### src/rqc_pkg.sv
// Constants for the receive-queue command register block.
// Assumes the host bus decoder supplies register hits and strobes in the core clock domain.
// Contract
// RULE1: Threshold status flags refresh only on host write-one to interrupt status bit 13.
// RULE2: Frame-count flag bit 10 set when frame count caused the interrupt.
// RULE3: Bit 9 enables two pad bytes before each frame header.
// RULE4: Bit 7 enables interrupt when queue duration exceeds its threshold.
// RULE5: Bit 6 enables interrupt when queued bytes exceed their threshold.
// RULE6: Bit 5 enables interrupt when queued frames exceed their threshold.
// RULE7: Bit 4 set advances read pointer after a frame is fully read.
// RULE8: Writing one to bit 3 starts DMA using strobes only; the code also gates both strobes with host_address_enable_in.
// RULE9: In DMA mode only this register stays accessible.
// RULE10: Host clears bit 3 after DMA before touching other registers.
// RULE11: Writing one to bit 0 frees the current error frame's memory.
// RULE12: Bit 0 clears itself once the frame memory is freed.
// RULE13: Host polls bit 0 until zero before handling another frame.
// RULE14: Duration flag bit 12 set when duration caused the interrupt.
// RULE15: Byte-count flag bit 11 set when byte count caused the interrupt.
// RULE16: Thresholds arrive as inputs and are compared continuously with live counts.
// RULE17: Enabled conditions merge into one request; cause latched in flags.
`default_nettype none

package rqc_pkg;
    // ==========================================================
    // Register layout
    localparam int RQC_REG_W = 16;
    localparam int RQC_BIT_DUR_FLAG = 12;
    localparam int RQC_BIT_BYTE_FLAG = 11;
    localparam int RQC_BIT_FRM_FLAG = 10;
    localparam int RQC_BIT_ALIGN = 9;
    localparam int RQC_BIT_DUR_EN = 7;
    localparam int RQC_BIT_BYTE_EN = 6;
    localparam int RQC_BIT_FRM_EN = 5;
    localparam int RQC_BIT_AUTO_DEQ = 4;
    localparam int RQC_BIT_DMA_START = 3;
    localparam int RQC_BIT_RELEASE = 0;
    // Bit used in the interrupt status register for the receive interrupt
    localparam int RQC_ISR_RX_BIT = 13;
    // ==========================================================
    // Reset values
    localparam logic RQC_RST_BIT = 1'b0;
    localparam logic [RQC_REG_W-1:0] RQC_RST_WORD = 16'h0000;
endpackage : rqc_pkg

`default_nettype wire

### src/rqc_rx_queue_command.sv
// Receive-queue command register: threshold interrupt control, DMA mode, error release.
// Assumes all inputs are synchronous to clock_in and write strobes last one cycle.
`default_nettype none

module rqc_rx_queue_command
    import rqc_pkg::*;
#(
    parameter int DUR_W = 16,
    parameter int BYTE_W = 16,
    parameter int FRM_W = 8
) (
    input wire logic clock_in,
    input wire logic rst_n_in,
    input wire logic reg_write_in,
    input wire logic [RQC_REG_W-1:0] reg_wdata_in,
    output logic [RQC_REG_W-1:0] reg_rdata_out,
    input wire logic addr_hit_cmd_in,
    output logic reg_access_allow_out,
    input wire logic isr_write_in,
    input wire logic [RQC_REG_W-1:0] isr_wdata_in,
    input wire logic [DUR_W-1:0] rx_duration_threshold_in,
    input wire logic [BYTE_W-1:0] rx_byte_threshold_in,
    input wire logic [FRM_W-1:0] rx_frame_threshold_in,
    input wire logic [DUR_W-1:0] queue_duration_in,
    input wire logic [BYTE_W-1:0] queue_bytes_in,
    input wire logic [FRM_W-1:0] queue_frames_in,
    output logic rx_irq_out,
    output logic ip_header_align_enable_out,
    input wire logic frame_read_done_in,
    output logic dequeue_advance_out,
    input wire logic host_address_enable_in,
    input wire logic host_read_strobe_n_in,
    input wire logic host_write_strobe_n_in,
    output logic dma_active_out,
    output logic dma_rx_read_out,
    output logic dma_tx_write_out,
    output logic error_frame_release_out,
    input wire logic release_done_in
);
    // ==========================================================
    // State
    typedef struct packed {
        logic dur_flag;
        logic byte_flag;
        logic frm_flag;
        logic align;
        logic dur_en;
        logic byte_en;
        logic frm_en;
        logic auto_deq;
        logic dma;
        logic release_busy;
        logic release_pulse;
        logic deq_pulse;
    } rqc_state_s;

    rqc_state_s state_reg;
    rqc_state_s state_next;

    logic dur_hit;
    logic byte_hit;
    logic frm_hit;
    logic isr_refresh;
    logic cmd_write;

    // Live comparisons, never sampled, so the request tracks the queue at once
    assign dur_hit = state_reg.dur_en && (queue_duration_in > rx_duration_threshold_in); // [RULE4] [RULE16]
    assign byte_hit = state_reg.byte_en && (queue_bytes_in > rx_byte_threshold_in); // [RULE5] [RULE16]
    assign frm_hit = state_reg.frm_en && (queue_frames_in > rx_frame_threshold_in); // [RULE6] [RULE16]
    assign isr_refresh = isr_write_in && isr_wdata_in[RQC_ISR_RX_BIT];
    // Command register writes stay allowed in DMA mode
    assign cmd_write = reg_write_in && addr_hit_cmd_in;

    // ==========================================================
    // Next-state logic
    always_comb begin
        state_next = state_reg;
        state_next.release_pulse = 1'b0;
        state_next.deq_pulse = 1'b0;
        // Flags only follow the live causes at the acknowledge write
        if (isr_refresh) begin // [RULE1]
            state_next.dur_flag = dur_hit; // [RULE14] [RULE17]
            state_next.byte_flag = byte_hit; // [RULE15] [RULE17]
            state_next.frm_flag = frm_hit; // [RULE2] [RULE17]
        end
        // Self-clear after memory freed; a new request below wins
        if (state_reg.release_busy && release_done_in) begin
            state_next.release_busy = 1'b0; // [RULE12]
        end
        if (cmd_write) begin
            state_next.align = reg_wdata_in[RQC_BIT_ALIGN]; // [RULE3]
            state_next.dur_en = reg_wdata_in[RQC_BIT_DUR_EN];
            state_next.byte_en = reg_wdata_in[RQC_BIT_BYTE_EN];
            state_next.frm_en = reg_wdata_in[RQC_BIT_FRM_EN];
            state_next.auto_deq = reg_wdata_in[RQC_BIT_AUTO_DEQ];
            state_next.dma = reg_wdata_in[RQC_BIT_DMA_START]; // [RULE8] [RULE10]
            if (reg_wdata_in[RQC_BIT_RELEASE]) begin
                state_next.release_busy = 1'b1; // [RULE11]
                state_next.release_pulse = !state_reg.release_busy;
            end
        end
        if (state_reg.auto_deq && frame_read_done_in) begin
            state_next.deq_pulse = 1'b1; // [RULE7]
        end
    end

    // Register the whole state
    always_ff @(posedge clock_in or negedge rst_n_in) begin
        if (!rst_n_in) begin
            state_reg <= '0;
        end else begin
            state_reg <= state_next;
        end
    end

    // ==========================================================
    // Outputs
    always_comb begin
        reg_rdata_out = RQC_RST_WORD;
        reg_rdata_out[RQC_BIT_DUR_FLAG] = state_reg.dur_flag;
        reg_rdata_out[RQC_BIT_BYTE_FLAG] = state_reg.byte_flag;
        reg_rdata_out[RQC_BIT_FRM_FLAG] = state_reg.frm_flag;
        reg_rdata_out[RQC_BIT_ALIGN] = state_reg.align;
        reg_rdata_out[RQC_BIT_DUR_EN] = state_reg.dur_en;
        reg_rdata_out[RQC_BIT_BYTE_EN] = state_reg.byte_en;
        reg_rdata_out[RQC_BIT_FRM_EN] = state_reg.frm_en;
        reg_rdata_out[RQC_BIT_AUTO_DEQ] = state_reg.auto_deq;
        // DMA start is write-only and reads back zero
        reg_rdata_out[RQC_BIT_RELEASE] = state_reg.release_busy;
    end

    assign rx_irq_out = dur_hit || byte_hit || frm_hit; // [RULE17]
    assign ip_header_align_enable_out = state_reg.align; // [RULE3]
    assign dequeue_advance_out = state_reg.deq_pulse;
    assign dma_active_out = state_reg.dma;
    // Other registers are fenced off while DMA runs
    assign reg_access_allow_out = !state_reg.dma || addr_hit_cmd_in; // [RULE9]
    // Address enable gates the strobes in DMA mode; byte enables are not looked at
    assign dma_rx_read_out = state_reg.dma && host_address_enable_in && !host_read_strobe_n_in; // [RULE8]
    assign dma_tx_write_out = state_reg.dma && host_address_enable_in && !host_write_strobe_n_in;
    assign error_frame_release_out = state_reg.release_pulse;
endmodule : rqc_rx_queue_command

`default_nettype wire

### config.mk
export PLATFORM = sky130hd
export DESIGN_NAME = rqc_rx_queue_command
export DESIGN_NICKNAME = d
export VERILOG_FILES = /design/src/rqc_pkg.sv /design/src/rqc_rx_queue_command.sv
export SDC_FILE = /design/constraint.sdc
export NUM_CORES = 1
export LEC_CHECK = 0
export BUFFER_PORTS_ARGS = -buffer_cell sky130_fd_sc_hd__buf_2
export CAP_MARGIN = 20
export CORE_ASPECT_RATIO = 1.25
export CORE_MARGIN = 2
export CORE_UTILIZATION = 41
export CTS_BUF_LIST = sky130_fd_sc_hd__clkbuf_8
export DETAILED_ROUTE_END_ITERATION = 10
export PLACE_DENSITY = 0.89
export SYNTH_ARGS = -nofsm -noshare
export SYNTH_HDL_FRONTEND = slang
export SYNTH_SLANG_ARGS = --single-unit
### constraint.sdc
create_clock -name clock_in -period 3.3 [get_ports clock_in]
set_input_delay 0.33 -clock clock_in [delete_from_list [all_inputs] [get_ports clock_in]]
set_output_delay 0.33 -clock clock_in [all_outputs]
set_load 0.02 [all_outputs]
==> impl_metrics.yaml, run 1 <==
critical_path:
  cp.arrival_ns: 2.05
  cp-end-kind: "primary output"
  start_kind: "input port"
  slowest_stage: "or3_1"
  critical_path.max_stage_delay_ns: 0.35
  crit_buf_inv: 3
  path_cells: "buf_2 -> inv_1 -> ha_1 -> a21o_1 -> a221o_1 -> a221oi_2 -> a21oi_1 -> or3_1 -> buf_2"
  crit_family: "compound AO/OA/AOI/OAI gates"
  worstPathMaxFanout: 2
  criticalPathCategory: "input port to primary output"
  cp.required_ns: 2.97
  cpMostUsedCell: "buf_2"
clock_network:
  postCtsResizedCells: 0
  clk_pin_slew_ns: 0.05
  clk_latency_ns: 0.24
  cts_tree: "built"
  holdBufCountCts: 1
  post_cts.repair.setup_buffers: 0
  clkSinkCount: 12
  root_buffer: "clkbuf_8"
  clockBufferDepth: 2
  htreeDepth: 1
  cts_buffers: 3
detailed_routing:
  antenna_left: 0
  wire_per_inst_um: 10.49
  dr.pass1.iters: 7
  route.detailed.drc: 9
  drtIter0Drc: 35
  viasPerCell: 4.838
  routed_wl_mm: 3.556
  dr_total_vias: 1640
logic_synthesis:
  synth-xor-area-share: 0
  synthAdderAreaFrac: 0.3263
  yosys_warnings: 0
  synth.distinct_cells: 27
  synth.ff_latch_count: 12
  synth.avg_cell_area_um2: 8.337
  syn-cell-area_um2: 1534
  synthMuxAreaShare: 0.06607
  synth-simple-area-share: 0.1256
  yosysSeqAreaShare: 0.1958
  synth_top_family_by_area: "adder cells"
  synth_compound_area_frac: 0.1370
  netlist_instances: 184
floorplan:
  die-area_um2: 4250
  die_height_um: 72.39
  num_io_pins: 146
  core_area_um2: 3543
  rows: 24
  die_w_um: 58.71
  start_util: 0.4329
final_layout:
  nets: 464
  finalNonFillerCells: 339
  n_fill_cell: 317
  drive_gt1_frac: 0.4267
  layout_common_cells: "114 x buf_2, 44 x inv_1, 40 x ha_1"
  syn2layout_area_growth_pct: 41.27
  layout_commonest_cell: "buf_2"
  final_util: 0.6116
  diodes: 0
  finalInstanceArea_um2: 2167
  multi_input_area_um2: 1031
  seq_area_um2: 300.3
pwr:
  powerDensity_nw_per_um2: 265.7
  pwr-share-seq: 0.312
  pwr-share-clk: 0.226
  p_comb_frac: 0.462
  ir_worst_vdd_mv: 0.2581
  leakage_uw: 0.001384
  sw_frac_of_total: 0.3451
  p_sw_uw: 198.7
  p_int_uw: 377.1
timing:
  worst_clock_skew_ns: 0.004217
  tns_ns: 0
  finalCritPeriodShare: 0.7219
  setup_viol_count_final: 0
  rsz0062_at_grt: "no"
  worst_slack_ns: 0.9177
  report.final.slew_viol_count: 0
  finalCriticalPeriod_ns: 2.382
  max_freq_ghz: 0.4198
  hold_viol_final: 0
grt:
  antenna_found_initial: 0
  grt_max_degree: 13
  grt_pass1_vias: 1642
  grt_pass1_wl_mm: 5.830
  track_usage: 0.1713
  grt_overflow: 0
place:
  dp_cells: 335
  place.gp.congestion: 0.8020
  dp_slack_ns: 0.8957
  port_buffers: 114
  post_dp_cell_area_um2: 2116
  hpwl_mm: 3.309
run_status:
  violations: "design-rule violations"
  status: "finished, violations left"
hold_path:
  min_path_type: "input port to flop"
run:
  drv_cap: 0
-- flip-flops by register name (all words and copies together) (netlist names) --
| signal | flops |
|---|---|
| reg_rdata_out | 8 |
| dequeue_advance_out | 1 |
| dma_active_out | 1 |
| error_frame_release_out | 1 |
| ip_header_align_enable_out | 1 |
-- metrics by stage --
step / hold WS (ns) / total power (µW)
detailed placement: 0.2208 / 451.1
global route: 0.2998 / 624.4
CTS: 0.2732 / 584.1
finish: 0.2734 / 575.8
global placement: 0.2142 / 441.7
floorplan: 0.03441 / 345.6
-- per-layer routing --
layer  GRT usage  vias up  routed length (µm)
li1            -      845                   -
met1      0.1562      723                1234
met2      0.3583       68                1938
met3     0.02852        4                 350
met4     0.06313        0                  32
met5           0        -                   0
-- layout make-up --
cell class              count  area share
flip-flops and latches     12      0.1386
multi-input cells         126      0.4758
well taps                  39     0.02252
clock buffers               3     0.01905
inverters                  44     0.07621
repair buffers            115      0.2679
-- Yosys cell counts --
cell | n | share of area
nand2b_1 | 2 | 0.0082
a221oi_2 | 1 | 0.0098
a31oi_1 | 2 | 0.0082
o21ai_1 | 2 | 0.0065
and2_1 | 2 | 0.0082
nand4_1 | 8 | 0.033
nor2b_1 | 2 | 0.0082
and3_1 | 2 | 0.0082
a21o_1 | 4 | 0.020
nand3_1 | 5 | 0.016
buf_4 | 8 | 0.039
nor2_1 | 5 | 0.012
and2_4 | 1 | 0.0057
nand2_1 | 9 | 0.022
or3_1 | 1 | 0.0041
o221a_2 | 1 | 0.0073
mux2_1 | 1 | 0.0073
mux2_2 | 8 | 0.059
a221oi_1 | 1 | 0.0057
o21a_1 | 1 | 0.0049
dfrtp_1 | 12 | 0.20
a21oi_1 | 14 | 0.046
o21ai_0 | 5 | 0.016
conb_1 | 1 | 0.0024
inv_1 | 44 | 0.11
a221o_1 | 2 | 0.013
ha_1 | 40 | 0.33
-- logic make-up after synthesis --
family / after synthesis
buf+inv: 52
compound gates: 33
fa+ha+maj: 40
mux: 9
flops: 12
simple gates: 37
other cells: 1
-- power groups by stage --
stage               combinational [µW]  clock, µW  sequential (µW)
floorplan                          139          0              207
global placement                   261          0              181
detailed placement                 269          0              182
CTS                                271        133              180
global route                       301        140              183
finish                             266        130              180
-- final timing paths --
path	from	end	slack [ns]	cells past startpoint
min reg2reg	reg_rdata_out[0]$_DFF_PN0_	error_frame_release_out$_DFF_PN0_	0.46	1
max in group asynchronous	rst_n_in	reg_rdata_out[10]$_DFFE_PN0P_	2.61	2
max	rx_duration_threshold_in[5]	rx_irq_out	0.92	9
max reg2reg	reg_rdata_out[7]$_DFFE_PN0P_	reg_rdata_out[12]$_DFFE_PN0P_	2.34	3
min in group asynchronous	rst_n_in	ip_header_align_enable_out$_DFFE_PN0P_	0.48	2
min	release_done_in	reg_rdata_out[0]$_DFF_PN0_	0.27	2
(Power assumes the default switching activity.)
==> run 2, diff against run 1 <==
ABC_AREA = 1   (was unset)
CORE_UTILIZATION = 39   (was 41)
PLACE_DENSITY = 0.84   (was 0.89)
clock period = 2.2 ns   (was 3.3 ns; I/O delays follow)
==> run 2 against run 1 <==
The flow now finishes without violations. Clock skew is 0.0018 ns lower. Worst hold slack worse by 0.097 ns. Count of clock-buffer cells in the layout is 1 higher. Via count is 7.0% higher. Utilization is 4.8 points lower. Critical path type unchanged. Routed wire length is 1.7% lower. Worst setup slack worse by 0.36 ns. Final cell count is 18% higher. Largest cell class unchanged. Flip-flop and latch count stayed put.
==> impl_metrics.yaml, run 2 <==
timing:
  tns_ns: 0
  finalCritPeriodShare: 0.7484
  max_freq_ghz: 0.6074
  worst_slack_ns: 0.5535
  rsz0062_at_grt: "no"
  worst_clock_skew_ns: 0.002457
  hold_viol_final: 0
  finalCriticalPeriod_ns: 1.646
  setup_viol_count_final: 0
  report.final.slew_viol_count: 0
pwr:
  p_sw_uw: 316.4
  powerDensity_nw_per_um2: 400.3
  pwr-share-clk: 0.259
  pwr-share-seq: 0.292
  p_comb_frac: 0.449
  ir_worst_vdd_mv: 0.4092
  p_int_uw: 593.7
  sw_frac_of_total: 0.3477
  leakage_uw: 0.001502
logic_synthesis:
  synth_most_common_cell: "inv_1"
  synth_top_cell_by_area: "ha_1"
  synthTopCellsByCount: "56 x inv_1, 50 x nand2_1, 40 x ha_1, 19 x a21oi_1, 12 x dfrtp_1"
  synth.area.top_cells: "ha_1 31%, dfrtp_1 19%, inv_1 13%, nand2_1 12%, a21oi_1 5.9%"
  synth.distinct_cells: 19
  netlist_instances: 226
  synth.avg_cell_area_um2: 7.103
  synth.ff_latch_count: 12
  synth_edf_count: 0
  yosys_warnings: 0
  syn-cell-area_um2: 1605
  yosysSeqAreaShare: 0.1871
  yosysTopAreaCellShare: 0.3118
  synth_ff_type: "dfrtp_1"
  async_reset_ff_frac: 1.000
final_layout:
  diodes: 0
  nets: 506
  final_util: 0.5636
  syn2layout_area_growth_pct: 41.62
  multi_input_area_um2: 1057
  layout_common_cells: "114 x buf_2, 56 x inv_1, 50 x nand2_1"
  n_fill_cell: 397
  layout_commonest_cell: "buf_2"
  largest_reg_flops: 8
  finalInstanceArea_um2: 2273
  finalNonFillerCells: 399
  seq_area_um2: 300.3
  drive_gt1_frac: 0.3761
critical_path:
  cp.required_ns: 1.98
  cp-end-kind: "primary output"
  start_kind: "input port"
  criticalPathCategory: "input port to primary output"
  worstPathMaxFanout: 2
  cp.arrival_ns: 1.43
grt:
  grt_pass1_vias: 1520
  grt_overflow: 0
  grt_max_degree: 13
  antenna_found_initial: 0
  track_usage: 0.1421
  grt_pass1_wl_mm: 5.257
clock_network:
  post_cts.repair.setup_buffers: 0
  clkSinkCount: 12
  clk_pin_slew_ns: 0.05
  root_buffer: "clkbuf_8"
  cts_tree: "built"
  cts_buffers: 3
  postCtsResizedCells: 0
  htreeDepth: 1
  clockBufferDepth: 2
  clk_latency_ns: 0.24
detailed_routing:
  dr_total_vias: 1755
  drtIter0Drc: 20
  dr.pass1.iters: 2
  route.detailed.drc: 0
  wire_per_inst_um: 8.764
  routed_wl_mm: 3.497
  viasPerCell: 4.398
  antenna_left: 0
floorplan:
  die-area_um2: 4649
  die_height_um: 75.73
  die_w_um: 61.39
  core_area_um2: 4034
  start_util: 0.3980
  rows: 26
  num_io_pins: 146
hold_path:
  min_path_type: "input port to flop"
place:
  place.gp.congestion: 0.7900
  port_buffers: 114
  dp_slack_ns: 0.5383
  hpwl_mm: 3.249
  dp_cells: 394
  post_dp_cell_area_um2: 2208
run:
  drv_cap: 0
run_status:
  status: "completed"
## run 2: changes by cell type after synthesis, moves of 4 or more
cell and delta:
nand2_1 +41, inv_1 +12, a21oi_1 +5, nand4_1 -5
a21o_1 -4, nor3_1 +4
## run 2: final timing paths
| kind | startpoint | to | slack, ns | cells after the start |
|---|---|---|---|---|
| worst max-delay path | rx_duration_threshold_in[7] | rx_irq_out | 0.55 | 10 |
| worst min-delay path | release_done_in | reg_rdata_out[0]$_DFF_PN0_ | 0.18 | 2 |
| worst max register to register | reg_rdata_out[5]$_DFFE_PN0P_ | reg_rdata_out[5]$_DFFE_PN0P_ | 1.42 | 1 |
| worst min register to register | reg_rdata_out[0]$_DFF_PN0_ | error_frame_release_out$_DFF_PN0_ | 0.47 | 1 |
| max in group asynchronous | rst_n_in | dma_active_out$_DFFE_PN0P_ | 1.60 | 2 |
| min in group asynchronous | rst_n_in | reg_rdata_out[11]$_DFFE_PN0P_ | 0.40 | 2 |
## run 2: final cells by class
class	count	share of cell area
Multi-Input combinational cell	156	0.4651
Timing Repair Buffer	115	0.2554
Sequential cell	12	0.1321
Inverter	56	0.09246
Tap cell	56	0.03082
Clock buffer	4	0.02422
## run 2: cell families after synthesis
| logic type | synth area share |
|---|---|
| AOI/OAI and AO/OA | 0.09977 |
| adders and majority gates | 0.3118 |
| buffers and inverters | 0.1684 |
| DFF | 0.1871 |
| muxes | 0.03507 |
| other | 0.002336 |
| and+or+nand+nor | 0.1956 |
## run 2: stage by stage
step / hold WS, ns / power [µW]
after floorplan: -0.07559 / 525.6
after global placement: 0.1073 / 668.1
after detailed placement: 0.1052 / 681.2
after CTS: 0.1709 / 921.4
after global routing: 0.1833 / 986.8
final: 0.1766 / 910.1
## run 2: layer usage
layer / share of wire / vias to the layer above / wire, µm / track usage
met5: 0 / - / 0 / 0
met4: 0.0060 / 0 / 21 / 0.03783
met3: 0.070 / 2 / 245 / 0.02037
met2: 0.54 / 65 / 1879 / 0.2920
met1: 0.39 / 754 / 1350 / 0.1432
li1: - / 934 / - / -
## run 2: power groups by stage
stage                     Sequential [µW]  Clock (µW)  Combinational [µW]
after CTS                             266         240                 415
final                                 266         236                 408
after detailed placement              269           0                 412
after floorplan                       305           0                 221
after global routing                  271         249                 468
after global placement                269           0                 399
## run 2: timing repair
item / in CTS / in global routing
hold buffers: 1 / 0
endpoints found under the setup margin: 0 / 0
hold endpoints to repair: 12 / 0
## run 2: critical path: stages
cell and delay, ns:
buf_2 0.07, inv_1 0.03, ha_1 0.28, nand2_1 0.08
nor2_2 0.12, nand4_1 0.11, o21a_1 0.20, nand2_1 0.06
nand3_1 0.07, buf_2 0.16
==> run 3, diff against run 2 <==
clock period = 1.67 ns   (was 2.2 ns; I/O delays follow)
==> run 3 against run 2 <==
Combinational power increased by 34%. Global-route usage increased by 0.37 points. Critical endpoint unchanged. Routed wire length about the same. Worst setup slack got worse by 0.41 ns. Critical path depth increased by 1. Die area unchanged. Utilization unchanged. Critical path type unchanged. Flip-flop and latch count unchanged. Total power increased by 27%. Design area unchanged.
==> impl_metrics.yaml, run 3 (synthesis results as in run 2) <==
critical_path:
  start_kind: "input port"
  cp.required_ns: 1.50
  cp-end-kind: "primary output"
  worstPathMaxFanout: 2
  cp.arrival_ns: 1.36
  criticalPathCategory: "input port to primary output"
floorplan:
  num_io_pins: 146
  rows: 26
  die_w_um: 61.39
  die-area_um2: 4649
  start_util: 0.3980
  core_area_um2: 4034
  die_height_um: 75.73
clock_network:
  clk_latency_ns: 0.24
  htreeDepth: 1
  cts_tree: "built"
  clkSinkCount: 12
  cts_buffers: 3
  root_buffer: "clkbuf_8"
  post_cts.repair.setup_buffers: 0
  clockBufferDepth: 2
  clk_pin_slew_ns: 0.05
timing:
  finalCritPeriodShare: 0.9163
  max_freq_ghz: 0.6535
  hold_viol_final: 0
  finalCriticalPeriod_ns: 1.530
  worst_clock_skew_ns: 0.001500
  setup_viol_count_final: 0
  holdWs_ns: 0.1152
  tns_ns: 0
  report.final.slew_viol_count: 0
detailed_routing:
  routed_wl_mm: 3.500
  viasPerCell: 4.369
  antenna_left: 0
  wire_per_inst_um: 8.794
  dr_total_vias: 1739
  dr.pass1.iters: 4
  drtIter0Drc: 23
  route.detailed.drc: 0
pwr:
  ir_worst_vdd_mv: 0.5384
  p_total_uw: 1154
  leakage_uw: 0.001501
  powerDensity_nw_per_um2: 507.5
final_layout:
  seq_area_um2: 300.3
  diodes: 0
  finalInstanceArea_um2: 2273
  layout_common_cells: "113 x buf_2, 56 x inv_1, 49 x nand2_1"
  nets: 506
  drive_gt1_frac: 0.3801
  multi_input_area_um2: 1065
  n_fill_cell: 393
  final_util: 0.5636
  layout_commonest_cell: "buf_2"
  largest_reg_flops: 8
  syn2layout_area_growth_pct: 41.62
grt:
  track_usage: 0.1459
  use_met1: 0.1668
  grt_pass1_vias: 1489
  grt_max_degree: 13
  grt_overflow: 0
  use_met3: 0.01868
  busiest_layer: "met2"
  met2_usage: 0.2766
  antenna_found_initial: 0
  grt_pass1_wl_mm: 5.361
place:
  port_buffers: 114
  hpwl_mm: 3.210
  place.gp.congestion: 0.7890
  post_dp_cell_area_um2: 2208
run_status:
  status: "completed"
hold_path:
  min_path_type: "input port to flop"
run:
  drv_cap: 0
run 3: cell count changes in the layout (fill, tap and decap cells not counted):
cell,change
clkbuf_8,-1
nand3_2,+1
nand2_2,+1
buf_6,+1
nand3_1,-1
nand2_1,-1
buf_2,-1
run 3: path summary, 6_finish.rpt:
path	start	endpoint	slack (ns)	depth (start not counted)
max	rx_duration_threshold_in[7]	rx_irq_out	0.14	11
min	frame_read_done_in	dequeue_advance_out$_DFF_PN0_	0.12	3
max reg2reg	reg_rdata_out[5]$_DFFE_PN0P_	reg_rdata_out[5]$_DFFE_PN0P_	0.89	1
min reg2reg	reg_rdata_out[12]$_DFFE_PN0P_	reg_rdata_out[12]$_DFFE_PN0P_	0.48	2
max in group asynchronous	rst_n_in	reg_rdata_out[6]$_DFFE_PN0P_	1.13	2
min in group asynchronous	rst_n_in	reg_rdata_out[4]$_DFFE_PN0P_	0.33	2
run 3: metal layers:
layer  up-vias  share of wire  wire length [µm]
met5         -              0                 0
met4         0          0.015                52
met3         7          0.071               250
met2        69           0.53              1843
met1       731           0.39              1354
li1        932              -                 -
run 3: repair_timing:
| item | 4_1_cts | 5_1_grt |
|---|---|---|
| hold buffers | 1 | 0 |
| setup endpoints to repair | 0 | 1 |
| gates resized for setup | 0 | 4 |
| hold endpoints to repair | 12 | 0 |
run 3: layout make-up:
cell class | count | share of cell area
Multi-Input combinational cell | 156 | 0.4684
Sequential cell | 12 | 0.1321
Inverter | 56 | 0.09246
Clock buffer | 3 | 0.01816
Tap cell | 56 | 0.03082
Timing Repair Buffer | 115 | 0.2581
run 3: critical path: stages:
cell and delay, ns:
buf_2 0.08, inv_1 0.03, ha_1 0.31, a21o_2 0.22, nor2_1 0.09, nand2_1 0.06
nand2_1 0.05, nand2_1 0.06, nand2_1 0.07, nand3_2 0.08, buf_6 0.14
run 3: where the power goes:
| part | switching, µW | internal (µW) |
|---|---|---|
| registers | 23.0 | 329 |
| logic | 293 | 254 |
| clock network | 97.0 | 158 |
run 3: through the flow:
stage | cells | worst slack, ns
2_1_floorplan | 232 | 0.3513
3_3_place_gp | 394 | 0.1342
3_5_place_dp | 394 | 0.09413
4_1_cts | 398 | 0.09203
5_1_grt | 398 | -0.001009
6_report | 398 | 0.1399
